--- config.mk ---
export PLATFORM = sky130hd
export DESIGN_NAME = csm_sleep_ctrl
export DESIGN_NICKNAME = d
export VERILOG_FILES = /design/src/rtl/csm_pkg.sv /design/src/rtl/csm_rx_if.sv /design/src/rtl/csm_rx_mem.sv /design/src/rtl/csm_sleep_ctrl.sv
export SDC_FILE = /design/constraint.sdc
export NUM_CORES = 1
export LEC_CHECK = 0
export BUFFER_PORTS_ARGS = -buffer_cell sky130_fd_sc_hd__clkbuf_2
export CAP_MARGIN = 20
export CORE_MARGIN = 5
export CORE_UTILIZATION = 35
export CTS_BUF_LIST = sky130_fd_sc_hd__clkbuf_16
export CTS_CLUSTER_SIZE = 14
export DETAILED_ROUTE_END_ITERATION = 8
export REMOVE_ABC_BUFFERS = 1
export SLEW_MARGIN = 20
export SYNTH_ARGS = -nofsm -noshare
export SYNTH_HDL_FRONTEND = slang
export SYNTH_SLANG_ARGS = --single-unit
export TNS_END_PERCENT = 30
--- constraint.sdc ---
create_clock -name core_clk -period 4 [get_ports core_clk]
set_input_delay 0.6 -clock core_clk [delete_from_list [all_inputs] [get_ports core_clk]]
set_output_delay 0.6 -clock core_clk [all_outputs]
set_load 0.01 [all_outputs]
--- src/rtl/csm_pkg.sv ---
// package of constants for the can sleep mode control block
package csm_pkg;
  localparam int NUM_TX = 3;
  localparam logic [11:0] ADDR_CTL0 = 12'h000;
  localparam logic [11:0] ADDR_TXE = 12'h004;
  localparam logic [11:0] ADDR_STATUS = 12'h008;
  localparam logic [11:0] ADDR_IRQ_STAT = 12'h00c;
  localparam logic [11:0] ADDR_IRQ_MASK = 12'h010;
  localparam logic [11:0] ADDR_RX_DATA = 12'h014;
  localparam logic [11:0] ADDR_ABORT = 12'h018;
  localparam int CTL0_SLEEP_REQ_BIT = 1;
  localparam int CTL0_SLEEP_ACK_BIT = 0;
  localparam int ST_BUSOFF_BIT = 0;
  localparam int ST_TX_ACTIVE_BIT = 1;
  localparam int ST_RX_ACTIVE_BIT = 2;
  localparam int ST_RX_FULL_BIT = 3;
  localparam int ST_CLK_EN_BIT = 4;
  localparam int IRQ_SLEEP_ENTER_BIT = 0;
  localparam int IRQ_SLEEP_EXIT_BIT = 1;
  localparam int IRQ_WIDTH = 2;
  localparam logic [3:0] SYNC_DELAY = 4'h4;
  localparam logic [3:0] WAKE_DELAY = 4'h2;
  localparam int IDLE_BITS = 11;
  localparam logic [7:0] BUSOFF_SEQ = 8'h80;
  localparam int BIT_DIV = 20;
  localparam int RX_DEPTH = 4;
  localparam int RX_AW = 2;
  localparam int RX_DW = 32;
endpackage : csm_pkg

--- src/rtl/csm_rx_if.sv ---
// interface between controller and receive fifo memory
`timescale 1ns/10ps
`default_nettype none
interface csm_rx_if;
  logic wrEn;
  logic [csm_pkg::RX_AW-1:0] wrAddr;
  logic [csm_pkg::RX_DW-1:0] wrData;
  logic [csm_pkg::RX_AW-1:0] rdAddr;
  logic [csm_pkg::RX_DW-1:0] rdData;
  modport ctrl (output wrEn, output wrAddr, output wrData, output rdAddr, input rdData);
  modport mem (input wrEn, input wrAddr, input wrData, input rdAddr, output rdData);
endinterface : csm_rx_if
`default_nettype wire

--- src/rtl/csm_rx_mem.sv ---
// receive fifo storage with registered read data
`timescale 1ns/10ps
`default_nettype none
module csm_rx_mem (
  input wire logic core_clk,
  csm_rx_if.mem port
);
  logic [csm_pkg::RX_DW-1:0] store [csm_pkg::RX_DEPTH];
  always_ff @(posedge core_clk) begin
    if (port.wrEn) begin
      store[port.wrAddr] <= port.wrData;
    end
    port.rdData <= store[port.rdAddr];
  end
endmodule // csm_rx_mem
`default_nettype wire

--- src/rtl/csm_sleep_ctrl.sv ---
// sleep mode control of a can controller with apb registers
// Behaviour
// - only the sleep request bit in control register 0 triggers sleep
// - sleep entry waits a fixed sync delay plus current tx/rx activity
// - pending transmit buffers are not aborted; sleep waits until all are empty (buffer 0 by tx_done, any by software abort)
// - an ongoing reception finishes; sleep at the next bus idle
// - no activity: sleep enters directly, no bus event awaited
// - while asleep both request and acknowledge read set
// - asleep: protocol clock enable off, register access keeps running
// - bus-off recovery count of 128 times 11 recessive bits halts asleep
// - transmit pin held recessive during sleep
// - received-full message readable and flag clearable during sleep
// - no shift from receive fifo into foreground buffer while asleep
// - transmit buffers writable asleep, no transmission started by it
// - no transmit abort carried out while asleep
`timescale 1ns/10ps
`default_nettype none
module csm_sleep_ctrl (
  input wire logic core_clk,
  input wire logic rstn,
  input wire logic psel,
  input wire logic penable,
  input wire logic pwrite,
  input wire logic [11:0] paddr,
  input wire logic [31:0] pwdata,
  output logic [31:0] prdata,
  output logic pready,
  output logic pslverr,
  input wire logic can_rx_pin,
  output logic can_tx_pin,
  input wire logic tx_done,
  input wire logic tx_bit,
  input wire logic rx_frame_done,
  input wire logic [31:0] rx_frame_data,
  input wire logic bus_off_in,
  output logic protocol_clk_en,
  output logic irq
);
  // ----------------------------------------
  // types and declarations
  // ----------------------------------------
  typedef enum logic [2:0] {ST_AWAKE, ST_SYNC, ST_DRAIN, ST_ASLEEP, ST_WAKE} csm_state_e;
  csm_state_e state, next_state;
  logic [3:0] delayCnt;
  logic sleepReq;
  logic [csm_pkg::NUM_TX-1:0] txEmpty;
  logic [csm_pkg::NUM_TX-1:0] abortReq;
  logic rxFull;
  logic [31:0] rxForeground;
  logic [csm_pkg::IRQ_WIDTH-1:0] irqStat, irqMask;
  logic rxSync1, rxSync2;
  logic [4:0] divCnt;
  logic bitTick;
  logic [3:0] recessiveCnt;
  logic [7:0] busOffCnt;
  logic rxActive;
  logic [csm_pkg::RX_AW:0] fifoWr, fifoRd;
  logic fifoLoadPend;
  csm_rx_if rxIf();

  // ----------------------------------------
  // decode
  // ----------------------------------------
  function automatic logic hit(input logic [11:0] a, input logic [11:0] b);
    return a == b;
  endfunction
  wire logic wrAcc = psel && penable && pwrite;
  wire logic rdAcc = psel && penable && !pwrite;
  wire logic wrCtl0 = wrAcc && hit(paddr, csm_pkg::ADDR_CTL0);
  wire logic wrTxe = wrAcc && hit(paddr, csm_pkg::ADDR_TXE);
  wire logic wrMask = wrAcc && hit(paddr, csm_pkg::ADDR_IRQ_MASK);
  wire logic wrAbort = wrAcc && hit(paddr, csm_pkg::ADDR_ABORT);
  wire logic wrStatus = wrAcc && hit(paddr, csm_pkg::ADDR_STATUS);
  wire logic rdIrq = rdAcc && hit(paddr, csm_pkg::ADDR_IRQ_STAT);
  wire logic mapped = hit(paddr, csm_pkg::ADDR_CTL0) || hit(paddr, csm_pkg::ADDR_TXE)
    || hit(paddr, csm_pkg::ADDR_STATUS) || hit(paddr, csm_pkg::ADDR_IRQ_STAT)
    || hit(paddr, csm_pkg::ADDR_IRQ_MASK) || hit(paddr, csm_pkg::ADDR_RX_DATA)
    || hit(paddr, csm_pkg::ADDR_ABORT);
  wire logic asleep = state == ST_ASLEEP;
  wire logic sleepAck = asleep || state == ST_WAKE;
  wire logic clkOn = !(asleep || state == ST_WAKE && delayCnt != 4'h0);
  wire logic txPending = !(&txEmpty);
  wire logic busIdle = !rxActive;
  wire logic fifoEmpty = fifoWr == fifoRd;
  wire logic fifoFull = fifoWr == {!fifoRd[csm_pkg::RX_AW], fifoRd[csm_pkg::RX_AW-1:0]};

  // ----------------------------------------
  // sleep state machine
  // ----------------------------------------
  always_comb begin
    next_state = state;
    unique case (state)
      ST_AWAKE: begin
        if (sleepReq) begin
          next_state = ST_SYNC;
        end
      end
      ST_SYNC: begin
        if (!sleepReq) begin
          next_state = ST_AWAKE;
        end else if (delayCnt == 4'h0) begin
          next_state = ST_DRAIN;
        end
      end
      ST_DRAIN: begin
        if (!sleepReq) begin
          next_state = ST_AWAKE;
        end else if (!txPending && busIdle) begin
          next_state = ST_ASLEEP;
        end
      end
      ST_ASLEEP: begin
        if (!sleepReq) begin
          next_state = ST_WAKE;
        end
      end
      ST_WAKE: begin
        if (delayCnt == 4'h0) begin
          next_state = ST_AWAKE;
        end
      end
    endcase
  end

  always_ff @(posedge core_clk or negedge rstn) begin
    if (!rstn) begin
      state <= ST_AWAKE;
      delayCnt <= 4'h0;
    end else begin
      state <= next_state;
      if (state == ST_AWAKE && next_state == ST_SYNC) begin
        delayCnt <= csm_pkg::SYNC_DELAY;
      end else if (state == ST_ASLEEP && next_state == ST_WAKE) begin
        delayCnt <= csm_pkg::WAKE_DELAY;
      end else if (delayCnt != 4'h0) begin
        delayCnt <= delayCnt - 4'h1;
      end
    end
  end

  // ----------------------------------------
  // control, transmit and interrupt registers
  // ----------------------------------------
  wire logic enterEv = state == ST_DRAIN && next_state == ST_ASLEEP;
  wire logic exitEv = state == ST_WAKE && next_state == ST_AWAKE;
  wire logic [csm_pkg::IRQ_WIDTH-1:0] irqSet = {exitEv, enterEv};
  // a read clears only the bits it captured, later events survive
  wire logic [csm_pkg::IRQ_WIDTH-1:0] irqKeep =
    rdIrq ? irqStat & ~prdata[csm_pkg::IRQ_WIDTH-1:0] : irqStat;

  always_ff @(posedge core_clk or negedge rstn) begin
    if (!rstn) begin
      sleepReq <= 1'b0;
      irqMask <= '0;
      irqStat <= '0;
    end else begin
      if (wrCtl0) begin
        sleepReq <= pwdata[csm_pkg::CTL0_SLEEP_REQ_BIT];
      end
      if (wrMask) begin
        irqMask <= pwdata[csm_pkg::IRQ_WIDTH-1:0];
      end
      irqStat <= irqKeep | irqSet;
    end
  end
  assign irq = |(irqStat & irqMask);

  genvar g;
  generate
    for (g = 0; g < csm_pkg::NUM_TX; g++) begin : gTx
      wire logic sentHere = tx_done && !asleep && txPending && g == 0;
      wire logic abortHere = abortReq[g] && !asleep;
      always_ff @(posedge core_clk or negedge rstn) begin
        if (!rstn) begin
          txEmpty[g] <= 1'b1;
          abortReq[g] <= 1'b0;
        end else begin
          // cleared by software, also asleep
          if (sentHere || abortHere) begin
            txEmpty[g] <= 1'b1;
          end else if (wrTxe && pwdata[g]) begin
            txEmpty[g] <= 1'b0;
          end
          if (abortHere) begin
            abortReq[g] <= 1'b0;
          end else if (wrAbort && pwdata[g]) begin
            abortReq[g] <= 1'b1;
          end
        end
      end
    end
  endgenerate

  // ----------------------------------------
  // bus pins and bus-off counting
  // ----------------------------------------
  always_ff @(posedge core_clk or negedge rstn) begin
    if (!rstn) begin
      rxSync1 <= 1'b1;
      rxSync2 <= 1'b1;
      can_tx_pin <= 1'b1;
      divCnt <= 5'h0;
      recessiveCnt <= 4'h0;
      busOffCnt <= 8'h0;
      rxActive <= 1'b0;
    end else begin
      rxSync1 <= can_rx_pin;
      rxSync2 <= rxSync1;
      can_tx_pin <= (clkOn && txPending) ? tx_bit : 1'b1;
      if (clkOn) begin
        divCnt <= (divCnt == 5'(csm_pkg::BIT_DIV - 1)) ? 5'h0 : divCnt + 5'h1;
      end
      if (bitTick) begin
        if (!rxSync2) begin
          recessiveCnt <= 4'h0;
          rxActive <= 1'b1;
        end else if (recessiveCnt == 4'(csm_pkg::IDLE_BITS - 1)) begin
          recessiveCnt <= 4'h0;
          rxActive <= 1'b0;
          if (bus_off_in && busOffCnt != csm_pkg::BUSOFF_SEQ) begin
            busOffCnt <= busOffCnt + 8'h1;
          end
        end else begin
          recessiveCnt <= recessiveCnt + 4'h1;
        end
      end
      if (!bus_off_in) begin
        busOffCnt <= 8'h0;
      end
    end
  end
  assign bitTick = clkOn && divCnt == 5'(csm_pkg::BIT_DIV - 1);
  assign protocol_clk_en = clkOn;

  // ----------------------------------------
  // receive fifo and foreground buffer
  // ----------------------------------------
  wire logic fifoPush = rx_frame_done && clkOn && !fifoFull;
  wire logic fgLoad = !rxFull && !fifoEmpty && !asleep && !fifoLoadPend;
  wire logic rxClear = wrStatus && pwdata[csm_pkg::ST_RX_FULL_BIT];
  // pointer step, sized to the wrap bit
  wire logic [csm_pkg::RX_AW:0] ptrStep = {{csm_pkg::RX_AW{1'b0}}, 1'b1};
  assign rxIf.wrEn = fifoPush;
  assign rxIf.wrAddr = fifoWr[csm_pkg::RX_AW-1:0];
  assign rxIf.wrData = rx_frame_data;
  assign rxIf.rdAddr = fifoRd[csm_pkg::RX_AW-1:0];

  always_ff @(posedge core_clk or negedge rstn) begin
    if (!rstn) begin
      fifoWr <= '0;
      fifoRd <= '0;
      fifoLoadPend <= 1'b0;
      rxFull <= 1'b0;
      rxForeground <= 32'h0;
    end else begin
      if (fifoPush) begin
        fifoWr <= fifoWr + ptrStep;
      end
      fifoLoadPend <= fgLoad;
      // a load that meets sleep entry is dropped and retried on wake
      if (fifoLoadPend && !asleep) begin
        rxForeground <= rxIf.rdData;
        fifoRd <= fifoRd + ptrStep;
        rxFull <= 1'b1;
      end else if (rxClear) begin
        rxFull <= 1'b0;
      end
    end
  end

  csm_rx_mem uMem (
    .core_clk(core_clk),
    .port(rxIf.mem)
  );

  // ----------------------------------------
  // apb read path
  // ----------------------------------------
  wire logic [31:0] ctlWord = 32'({sleepReq, sleepAck});
  wire logic [31:0] statWord = 32'({clkOn, rxFull, rxActive, txPending, busOffCnt == csm_pkg::BUSOFF_SEQ});
  always_ff @(posedge core_clk or negedge rstn) begin
    if (!rstn) begin
      prdata <= 32'h0;
    end else if (psel && !penable && !pwrite) begin
      prdata <= hit(paddr, csm_pkg::ADDR_CTL0) ? ctlWord :
        hit(paddr, csm_pkg::ADDR_TXE) ? 32'(txEmpty) :
        hit(paddr, csm_pkg::ADDR_STATUS) ? statWord :
        hit(paddr, csm_pkg::ADDR_IRQ_STAT) ? 32'(irqStat) :
        hit(paddr, csm_pkg::ADDR_IRQ_MASK) ? 32'(irqMask) :
        hit(paddr, csm_pkg::ADDR_RX_DATA) ? rxForeground :
        hit(paddr, csm_pkg::ADDR_ABORT) ? 32'(abortReq) : 32'h0;
    end
  end
  assign pready = 1'b1;
  assign pslverr = psel && penable && !mapped;
endmodule // csm_sleep_ctrl
`default_nettype wire

After elaboration in Yosys (flattened, before gate mapping). Memory sizes are Yosys's and may differ from the RTL's. A register that Yosys moved wholly into a read port is not among the register bits. Cells that the tools add are included. Widths: inputs -> output; s select.

Input bits: 86. Output and inout bits: 37. Bits in registers: 111. Word-level logic and storage cells: 182. RAM bits: 128. Memories kept: 1.

Memories: uMem.store (words 4, bits a word 32, rd ports 1, clocked after memory_dff 1, wr ports 1, RTL line csm_rx_mem.sv:8) `logic [csm_pkg::RX_DW-1:0] store [csm_pkg::RX_DEPTH];`.

Bitwise logic cells: 4. Eq/ne operators: 24. Multiplexer cells: 46. Reductions and logical operators: 77. Add/sub/neg operators: 6.

Operators by type and width (count): $mux 32 (6); $mux 8 (5); $logic_and 1x1->1 (39); $eq 12x5->1 const B (3); $eq 12x4->1 const B (2); $mux 3 (8); $mux 4 (5); $mux 1 (19); $pmux 3 s5 (1); $reduce_bool 2->1 (7); $eq 12x3->1 const B (1); $logic_not 1->1 (12); $logic_not 12->1 (1); $ne 2x1->1 const B (5); $eq 3x2->1 const B (3); $logic_or 1x1->1 (9); $add 8x1->8 const B (1); $eq 8x8->1 const B (1); $ne 8x8->1 const B (1); $add 3x1->3 const B (2); $eq 3x1->1 const B (2); $eq 3x3->1 (2); $eq 3x3->1 const B (2); $logic_not 3->1 (2); other kinds (17) (18).

Depth between registers and ports, before layout. Gate-level depths: netlist of run 1.

Depth in word-level cells: 9. Gate-level depth with buffers: 8. Depth with buffers taken out: 7.

By module. Synthesis of run 1 repeated with hierarchy kept, for this count alone.

Cells, all modules: 616. Area, all modules: 10303.6 µm².

By module, submodules not included: csm_rx_mem (times used 1, cells an instance 203, seq. area each 4484.3 µm², area an instance 5330.1 µm²); csm_sleep_ctrl (times used 1, cells an instance 413, seq. area each 2785.2 µm², area an instance 4973.5 µm²).

Worst setup path before layout of run 1. OpenSTA, ideal clock, no wires.

Kind: register to register. Start point: register delayCnt[0]. End point: memory uMem.store[3][0] (netlist name) (enable). Library setup time: 0.394 ns. Period minus slack after synthesis: 2.907 ns. Path slack: 1.093 ns. Path buffers: 1. Stages on the path, launching flop included: 8. Data required time: 3.606 ns. Arrival time: 2.513 ns. Cell sequence: dfrtp_1 > inv_1 > ha_1 > or3b_1 > buf_6 > a21oi_4 > o311a_2 > and2_1.

Word-level cells in the longest chain between the ends: 8.

Ends and longest elaborated chain: start: declaration (RTL line csm_sleep_ctrl.sv:44) `logic [3:0] delayCnt;`; start signal: assignment (RTL line csm_sleep_ctrl.sv:132) `delayCnt <= csm_pkg::SYNC_DELAY;`; start signal: assignment (RTL line csm_sleep_ctrl.sv:134) `delayCnt <= csm_pkg::WAKE_DELAY;`; start signal: assignment (RTL line csm_sleep_ctrl.sv:136) `delayCnt <= delayCnt - 4'h1;`; $reduce_bool 4->1 (RTL line csm_sleep_ctrl.sv:81) `wire logic clkOn = !(asleep || state == ST_WAKE && delayCnt != 4'h0);`; $logic_and 1x1->1 (RTL line csm_sleep_ctrl.sv:81); $logic_or 1x1->1 (RTL line csm_sleep_ctrl.sv:81); $logic_not 1->1 (RTL line csm_sleep_ctrl.sv:81); named net protocol_clk_en (RTL line csm_sleep_ctrl.sv:36) `output logic protocol_clk_en,`; $logic_and 1x1->1 (2 in series) (RTL line csm_sleep_ctrl.sv:238) `wire logic fifoPush = rx_frame_done && clkOn && !fifoFull;`; $mux 1 (RTL line csm_rx_mem.sv:10) `if (port.wrEn) begin`; $mux 1 (implied by the code) (RTL line csm_rx_mem.sv:11) `store[port.wrAddr] <= port.wrData;`; end: declaration (RTL line csm_rx_mem.sv:8).

The timed path passes the listed nets, and every way through them passes these cells.

Worst setup path in the final report of run 1.
Start point: register delayCnt[0]. End point: memory uMem.store[1][18] (netlist name) (enable).

Word-level cells in the longest chain between the ends: 8.

Ends and longest elaborated chain (RTL line): $reduce_bool 4->1 (csm_sleep_ctrl.sv:81); $logic_and 1x1->1 (csm_sleep_ctrl.sv:81); $logic_or 1x1->1 (csm_sleep_ctrl.sv:81); $logic_not 1->1 (csm_sleep_ctrl.sv:81); $logic_and 1x1->1 (2 in series) (csm_sleep_ctrl.sv:238); $mux 1 (csm_rx_mem.sv:10); $mux 1 (implied by the code) (csm_rx_mem.sv:11).

No other way between the ends.

==> results of run 1 <==
synthesized netlist by cell type, types with 6 or more instances:
master    count
inv_1        10
mux2_2       39
a21oi_1       9
o21ai_0      17
nor3_1        9
clkbuf_1     10
nor4_1        6
nor2_1       15
dfstp_2       6
nand3_1      14
nand4_1       6
dfxtp_1      32
mux4_2       32
buf_2        10
dfrtp_1     105
and2_1       14
xnor2_1      13
nand3b_1      6
nand2_1      37
ha_1         11
edfxtp_1    128
a22o_1       32
sequential cells by signal, indices dropped and copies added, names as in the netlist, 4 cells and up:
signal	cells
uMem.store	128
prdata	32
rxForeground	32
uMem.port.rdData	32
busOffCnt	8
divCnt	5
delayCnt	4
recessiveCnt	4
power groups by stage:
stage / registers (mW) / clock network [mW] / logic [mW]
global route: 3.43 / 2.74 / 0.663
global placement: 3.45 / 0 / 0.600
floorplan: 3.43 / 0 / 0.350
CTS: 3.41 / 2.61 / 0.609
detailed placement: 3.46 / 0 / 0.605
finish: 3.40 / 2.53 / 0.588
cells by family after synthesis:
group,after synthesis,synth area share
DFF,271,0.708
and+or+nand+nor,128,0.0680
AOI/OAI and AO/OA,81,0.0605
muxes,75,0.117
buffers and inverters,37,0.0190
xor gates and xnor gates,17,0.0145
adders and majority gates,11,0.0134
other,1,0.000365
worst paths after layout:
kind / from / endpoint / slack, ps / depth (start not counted)
max in group asynchronous: rstn / rxSync2 / 3060 / 2
min in group core_clk: can_rx_pin / rxSync1 / 160 / 1
max reg2reg: delayCnt[0] / uMem.store[1][18] / 1060 / 7
min: rstn / prdata[3] / 150 / 1
max: delayCnt[0] / uMem.store[1][18] / 1060 / 7
min reg2reg: rxSync1 / rxSync2 / 360 / 0
per-stage QoR:
step	utilization	area, µm²
after global placement	0.388	11200
after global routing	0.420	12100
after detailed placement	0.388	11200
final	0.420	12100
after CTS	0.420	12100
after floorplan	-	10100
layer usage:
metal | global-route usage | vias up | routed length [µm]
met4 | 0.0258 | 2 | 354
li1 | - | 2571 | -
met1 | 0.162 | 2708 | 9000
met3 | 0.0340 | 28 | 1300
met5 | 0 | - | 13
met2 | 0.181 | 135 | 8860
cell type report:
class / count / area, µm²
inverters: 10 / 37.5
multi-input cells: 313 / 2820
clock inverters: 24 / 219
repair buffers: 101 / 591
clock buffers: 28 / 701
well taps: 384 / 480
flip-flops and latches: 271 / 7270
fillers: 2617 / 16700
critical path, cell delays in order, from the launching register on:
cell and delay, ps:
dfrtp_1 370, inv_1 90, ha_1 210, or3b_1 510
a21oi_4 380, o311a_2 320, and2_2 530, buf_12 230
==> reports/qor.yml, run 1 <==
sta:
  min_period_ps: 2940
  finalHoldViolations: 0
  whs_ps: 148
  timing.fmax_mhz: 340
  tightest_slew_ps: 977
  finalWorstSetupSlack_ps: 1060
  maxSlewViolCount: 0
  fin_tns_setup_ps: 0
  finClkSkew_ps: 18.2
  rsz0062_at_grt: "no"
  finalSetupViolCount: 0
  finalCritPeriodShare: 0.736
  slew_headroom: 0.346
final_layout:
  final_common_cell: "edfxtp_1"
  drive_gt1_frac: 0.319
  antenna_cells: 0
  fin_cells: 1131
  syn2layout_area_growth_pct: 18.0
  nets: 822
  most-common-layout-cells: "128 x edfxtp_1, 103 x dfrtp_1, 92 x clkbuf_2"
logic_synthesis:
  synth.top_cell.area_share: 0.374
  synth_edf_count: 128
  synth.area.top_cells: "edfxtp_1 37%, dfrtp_1 26%, mux4_2 7.0%"
  synth-seq-area-share: 0.708
  synthCells: 621
  ys_ff_latch: 271
  synth_warnings: 0
  yosysUniqueCellTypes: 59
  postSynthAreaPerCell_um2: 16.5
  async_flop_share: 0.410
  yosysTopAreaCell: "edfxtp_1"
  netlist_area_um2: 10300
  yosys_most_used_dff: "edfxtp_1"
placement:
  dp.cells: 1079
  place_ws_ps: 1020
  place_hpwl_um: 12400
  io_buffers: 93
  gp_congestion: 0.804
routing:
  drt_pre_antenna_iters: 5
  vias_per_cell: 4.81
  drt_iter0_drc: 293
  wl_per_cell_um: 17.3
  post-route-drc-count: 0
  wirelength_um: 19500
  ant_nets: 0
  dr_total_vias: 5444
power:
  p_total_mw: 6.52
  p_clk_frac: 0.388
  switchingPower_mw: 1.50
  cellInternalPower_mw: 5.02
  combPwrFrac: 0.090
  power_frac_seq: 0.522
  p_per_area_nw_per_um2: 538
  switching_share: 0.230
  ir_drop_v: 0.000288
  power_leakage_nw: 4.86
cts:
  cts_resized: 0
  insertion_delay_ps: 550
  cts_setup_buffers: 0
  htreeDepth: 1
  postCtsHoldBufs: 0
  cts_tree: "built"
  clock-sinks: 271
  cts_buffer_depth: 3
  numCtsBuffers: 28
  root_buffer: "clkbuf_16"
  clkTransAtPathRegs_ps: 60
floorplanning:
  ioPinCount: 123
  die-width_um: 181
  core_um2: 28900
  die_h_um: 181
  dieArea_um2: 32900
  start_util: 0.356
  num_rows: 62
global_routing:
  antenna_found_initial: 1
  overflow: 0
  grt_pass1_wl_um: 30800
  grt_max_degree: 61
  track_usage: 0.116
  grt_pass1_vias: 5540
critical_path:
  critPathMaxFanout: 18
  crit_required_ps: 4240
  path_class: "flop to flop"
  cp-start-kind: "flop"
  crit_arrival_ps: 3180
  endpoint_kind: "flop"
job:
  maxCapViolations: 0
min_path:
  hold_class: "input pin to async pin"
run_status:
  outcome: "finished, final reports clean"
Note: power is estimated with default switching activity, not from simulation.
==> run 2, diff against run 1 <==
- clock period: 4 -> 3 ns (I/O delays scaled with it)
==> reports/qor.yml, run 2 (same netlist as run 1, synthesis figures left out) <==
global_routing:
  track_usage: 0.123
  grt_pass1_wl_um: 32900
  overflow: 0
  antenna_found_initial: 2
  grt_pass1_vias: 5943
  grt_max_degree: 43
critical_path:
  crit_chain: "inv_1, ha_1, or3b_1, a21oi_4, buf_4, clkbuf_2"
  crit_required_ps: 2550
  critPathMaxFanout: 9
  cp-start-kind: "flop"
  slowest_delay_ps: 510
  path_class: "flop to primary output"
  cpMaxStageDelayCell: "or3b_1"
  crit_arrival_ps: 2240
  path_delay_family: "simple AND/OR/NAND/NOR gates"
  worstPathBufferInverterCount: 3
  endpoint_kind: "primary output"
cts:
  clock-sinks: 271
  insertion_delay_ps: 550
  cts_buffer_depth: 3
  numCtsBuffers: 28
  root_buffer: "clkbuf_16"
  clkTransAtPathRegs_ps: 60
  cts_tree: "built"
  cts_setup_buffers: 0
  htreeDepth: 1
sta:
  finalWorstSetupSlack_ps: 310
  finalHoldViolations: 0
  min_period_ps: 2690
  slew_headroom: 0.500
  finalSetupViolCount: 0
  whs_ps: 18.1
  finClkSkew_ps: 23.9
  fin_tns_setup_ps: 0
  finalCritPeriodShare: 0.897
  rsz0062_at_grt: "no"
  timing.fmax_mhz: 372
  tightest_slew_ps: 747
  maxSlewViolCount: 0
placement:
  io_buffers: 93
  dp.cells: 1090
  place_hpwl_um: 13300
  place_ws_ps: 501
  gp_congestion: 0.788
  placed_area_um2: 11200
routing:
  dr_total_vias: 5593
  vias_per_cell: 4.89
  wirelength_um: 20200
  ant_nets: 0
  wl_per_cell_um: 17.7
  post-route-drc-count: 0
  drt_iter0_drc: 383
  drt_pre_antenna_iters: 4
floorplanning:
  die-width_um: 181
  num_rows: 62
  ioPinCount: 123
  start_util: 0.356
  core_um2: 28900
  die_h_um: 181
  dieArea_um2: 32900
final_layout:
  fin_cells: 1143
  nets: 834
  fin_util: 0.421
  largest_register: "uMem.store"
  postLayoutCellArea_um2: 12200
  drive_gt1_frac: 0.328
  final_common_cell: "edfxtp_1"
  antenna_cells: 0
  most-common-layout-cells: "128 x edfxtp_1, 103 x dfrtp_1, 92 x clkbuf_2"
  largest_reg_flops: 128
  syn2layout_area_growth_pct: 18.3
run_status:
  outcome: "finished, final reports clean"
power:
  p_total_mw: 8.65
  p_per_area_nw_per_um2: 712
  power_leakage_nw: 4.91
  ir_drop_v: 0.000477
job:
  maxCapViolations: 0
min_path:
  hold_class: "input pin to flop"
run 2: cell types whose count changed in the layout (fill, tap and decap cells not counted):
cell and delta:
buf_12 -4, buf_4 +15, clkinv_1 -1, clkinv_16 -1, clkinv_4 +3, clkinv_8 +1, clkinvlp_4 -2, dlygate4sd3_1 +1
inv_1 +1, inv_6 -1
run 2: power by group:
| part | internal [mW] | total [mW] | switching, mW |
|---|---|---|---|
| sequential | 4.40 | 4.53 | 0.126 |
| combinational | 0.298 | 0.768 | 0.470 |
| clock | 1.96 | 3.35 | 1.39 |
| total | 6.67 | 8.65 | 1.99 |
run 2: worst paths after layout:
path | start | endpoint | slack [ps] | depth (start not counted)
max | delayCnt[0] | protocol_clk_en | 310 | 6
min | can_rx_pin | rxSync1 | 20 | 1
max reg2reg | delayCnt[0] | uMem.store[2][6] | 550 | 7
min reg2reg | rxSync1 | rxSync2 | 360 | 0
max in group asynchronous | rstn | divCnt[0] | 1860 | 3
min in group asynchronous | rstn | prdata[29] | 470 | 2
run 2: layer usage:
metal	vias up	GRT usage	wire [µm]
met2	150	0.197	9310
met4	4	0.0264	388
met1	2808	0.169	8900
met5	-	0	27
li1	2594	-	-
met3	37	0.0368	1550
run 2: timing repair:
item / in CTS / in global routing
gates resized for setup: 0 / 0
hold endpoints to repair: 33 / 0
hold buffers: 1 / 0
run 2: final cells by class:
type / instances / area (µm²)
inverter: 10 / 37.5
sequential: 271 / 7270
clock buffer: 28 / 701
timing repair buffer: 113 / 633
tap: 384 / 480
clock inverter: 24 / 208
fill: 2665 / 16700
multi-input combinational: 313 / 2820
==> run 3, diff against run 2 <==
- clock period: 3 -> 3.4 ns (I/O delays scaled with it)
==> reports/qor.yml, run 3 (same netlist as run 1, synthesis figures left out) <==
floorplanning:
  ioPinCount: 123
  core_um2: 28900
  dieArea_um2: 32900
  start_util: 0.356
  num_rows: 62
  die-width_um: 181
  die_h_um: 181
final_layout:
  most-common-layout-cells: "128 x edfxtp_1, 103 x dfrtp_1, 92 x clkbuf_2"
  drive_gt1_frac: 0.310
  fill_cells: 2639
  largest_register: "uMem.store"
  nets: 829
  final_common_cell: "edfxtp_1"
  largest_reg_flops: 128
  syn2layout_area_growth_pct: 17.8
  postLayoutCellArea_um2: 12100
  fin_util: 0.419
  antenna_cells: 0
  seq_area_um2: 7270
  multi_input_area_um2: 2820
  fin_cells: 1139
power:
  cellInternalPower_mw: 5.85
  power_frac_seq: 0.525
  power_leakage_nw: 4.89
  ir_drop_v: 0.000384
  switchingPower_mw: 1.77
  p_per_area_nw_per_um2: 630
  switching_share: 0.233
  p_clk_frac: 0.386
  combPwrFrac: 0.090
critical_path:
  rr_worst_depth: 7
  critPathMaxFanout: 9
  crit_required_ps: 2890
  worstReg2RegStart: "delayCnt[0]"
  crit_arrival_ps: 2270
  r2r-end: "uMem.store[3][28]"
  cp-start-kind: "flop"
  endpoint_kind: "primary output"
  path_class: "flop to primary output"
  rrSetupSlack_ps: 710
cts:
  cts_buffer_depth: 3
  root_buffer: "clkbuf_16"
  postCtsHoldBufs: 0
  cts_resized: 0
  insertion_delay_ps: 550
  clkTransAtPathRegs_ps: 60
  cts_setup_buffers: 0
  clock-sinks: 271
  numCtsBuffers: 29
  htreeDepth: 1
  cts_tree: "built"
routing:
  drt_pre_antenna_iters: 4
  vias_per_cell: 4.83
  top_layer_used: "met5"
  drt_iter0_drc: 349
  wl_per_cell_um: 17.7
  dr_total_vias: 5504
  route.met2.wl_um: 9200
  post-route-drc-count: 0
  wirelength_um: 20200
  met3_length_um: 1370
  met1_length_um: 9220
  ant_nets: 0
sta:
  finalSetupViolCount: 0
  min_period_ps: 2780
  finClkSkew_ps: 19.4
  whs_ps: 28.6
  fin_tns_setup_ps: 0
  tightest_slew_ps: 885
  finalHoldViolations: 0
  finalCritPeriodShare: 0.819
  rsz0062_at_grt: "no"
  maxSlewViolCount: 0
  timing.fmax_mhz: 359
  slew_headroom: 0.408
placement:
  placed_area_um2: 11200
  dp.cells: 1085
  io_buffers: 93
  gp_congestion: 0.796
  place_hpwl_um: 12700
run_status:
  outcome: "finished, final reports clean"
global_routing:
  grt_pass1_wl_um: 32300
  grt_max_degree: 53
  grt_pass1_vias: 5682
  overflow: 0
  antenna_found_initial: 2
  track_usage: 0.122
job:
  maxCapViolations: 0
min_path:
  hold_class: "input pin to async pin"
==> run 3: cell type report <==
class,instances,share of cell area
clock inverters,25,0.0140
clock buffers,29,0.0600
inverters,10,0.00310
well taps,384,0.0397
multi-input cells,313,0.233
flip-flops and latches,271,0.601
repair buffers,107,0.0494
==> run 3: power by group through the flow <==
stage	registers [mW]	logic, mW	clock network, mW
2_1_floorplan	4.04	0.412	0
3_3_place_gp	4.05	0.695	0
3_5_place_dp	4.07	0.703	0
4_1_cts	4.00	0.706	3.03
5_1_grt	4.03	0.767	3.18
6_report	4.00	0.683	2.94
==> run 3: routing by layer <==
layer / GRT usage / vias to the layer above
met3: 0.0350 / 33
met5: 0 / -
met1: 0.172 / 2746
li1: - / 2590
met2: 0.191 / 131
met4: 0.0249 / 4
==> run 3: worst max-delay path, stage by stage, from the launching register on <==
cell and delay, ps:
dfrtp_1 370, inv_1 90, ha_1 210, or3b_1 520, a21oi_4 180, buf_4 200
clkbuf_2 160
==> run 3: worst max path at each step <==
stage | startpoint | to | cells after the start
final | delayCnt[0] | protocol_clk_en | 6
after detailed placement | delayCnt[0] | uMem.store[3][18] | 7
after global placement | delayCnt[0] | uMem.store[3][18] | 7
after floorplan | fifoRd[0] | uMem.store[3][0] | 3
after CTS | delayCnt[0] | protocol_clk_en | 6
after global routing | delayCnt[0] | protocol_clk_en | 6
==> run 3: metrics by stage <==
step / power, mW / worst slack, ps
2_1_floorplan: 4.45 / 195
3_3_place_gp: 4.75 / 685
3_5_place_dp: 4.77 / 689
4_1_cts: 7.74 / 582
5_1_grt: 7.98 / 489
6_report: 7.62 / 617
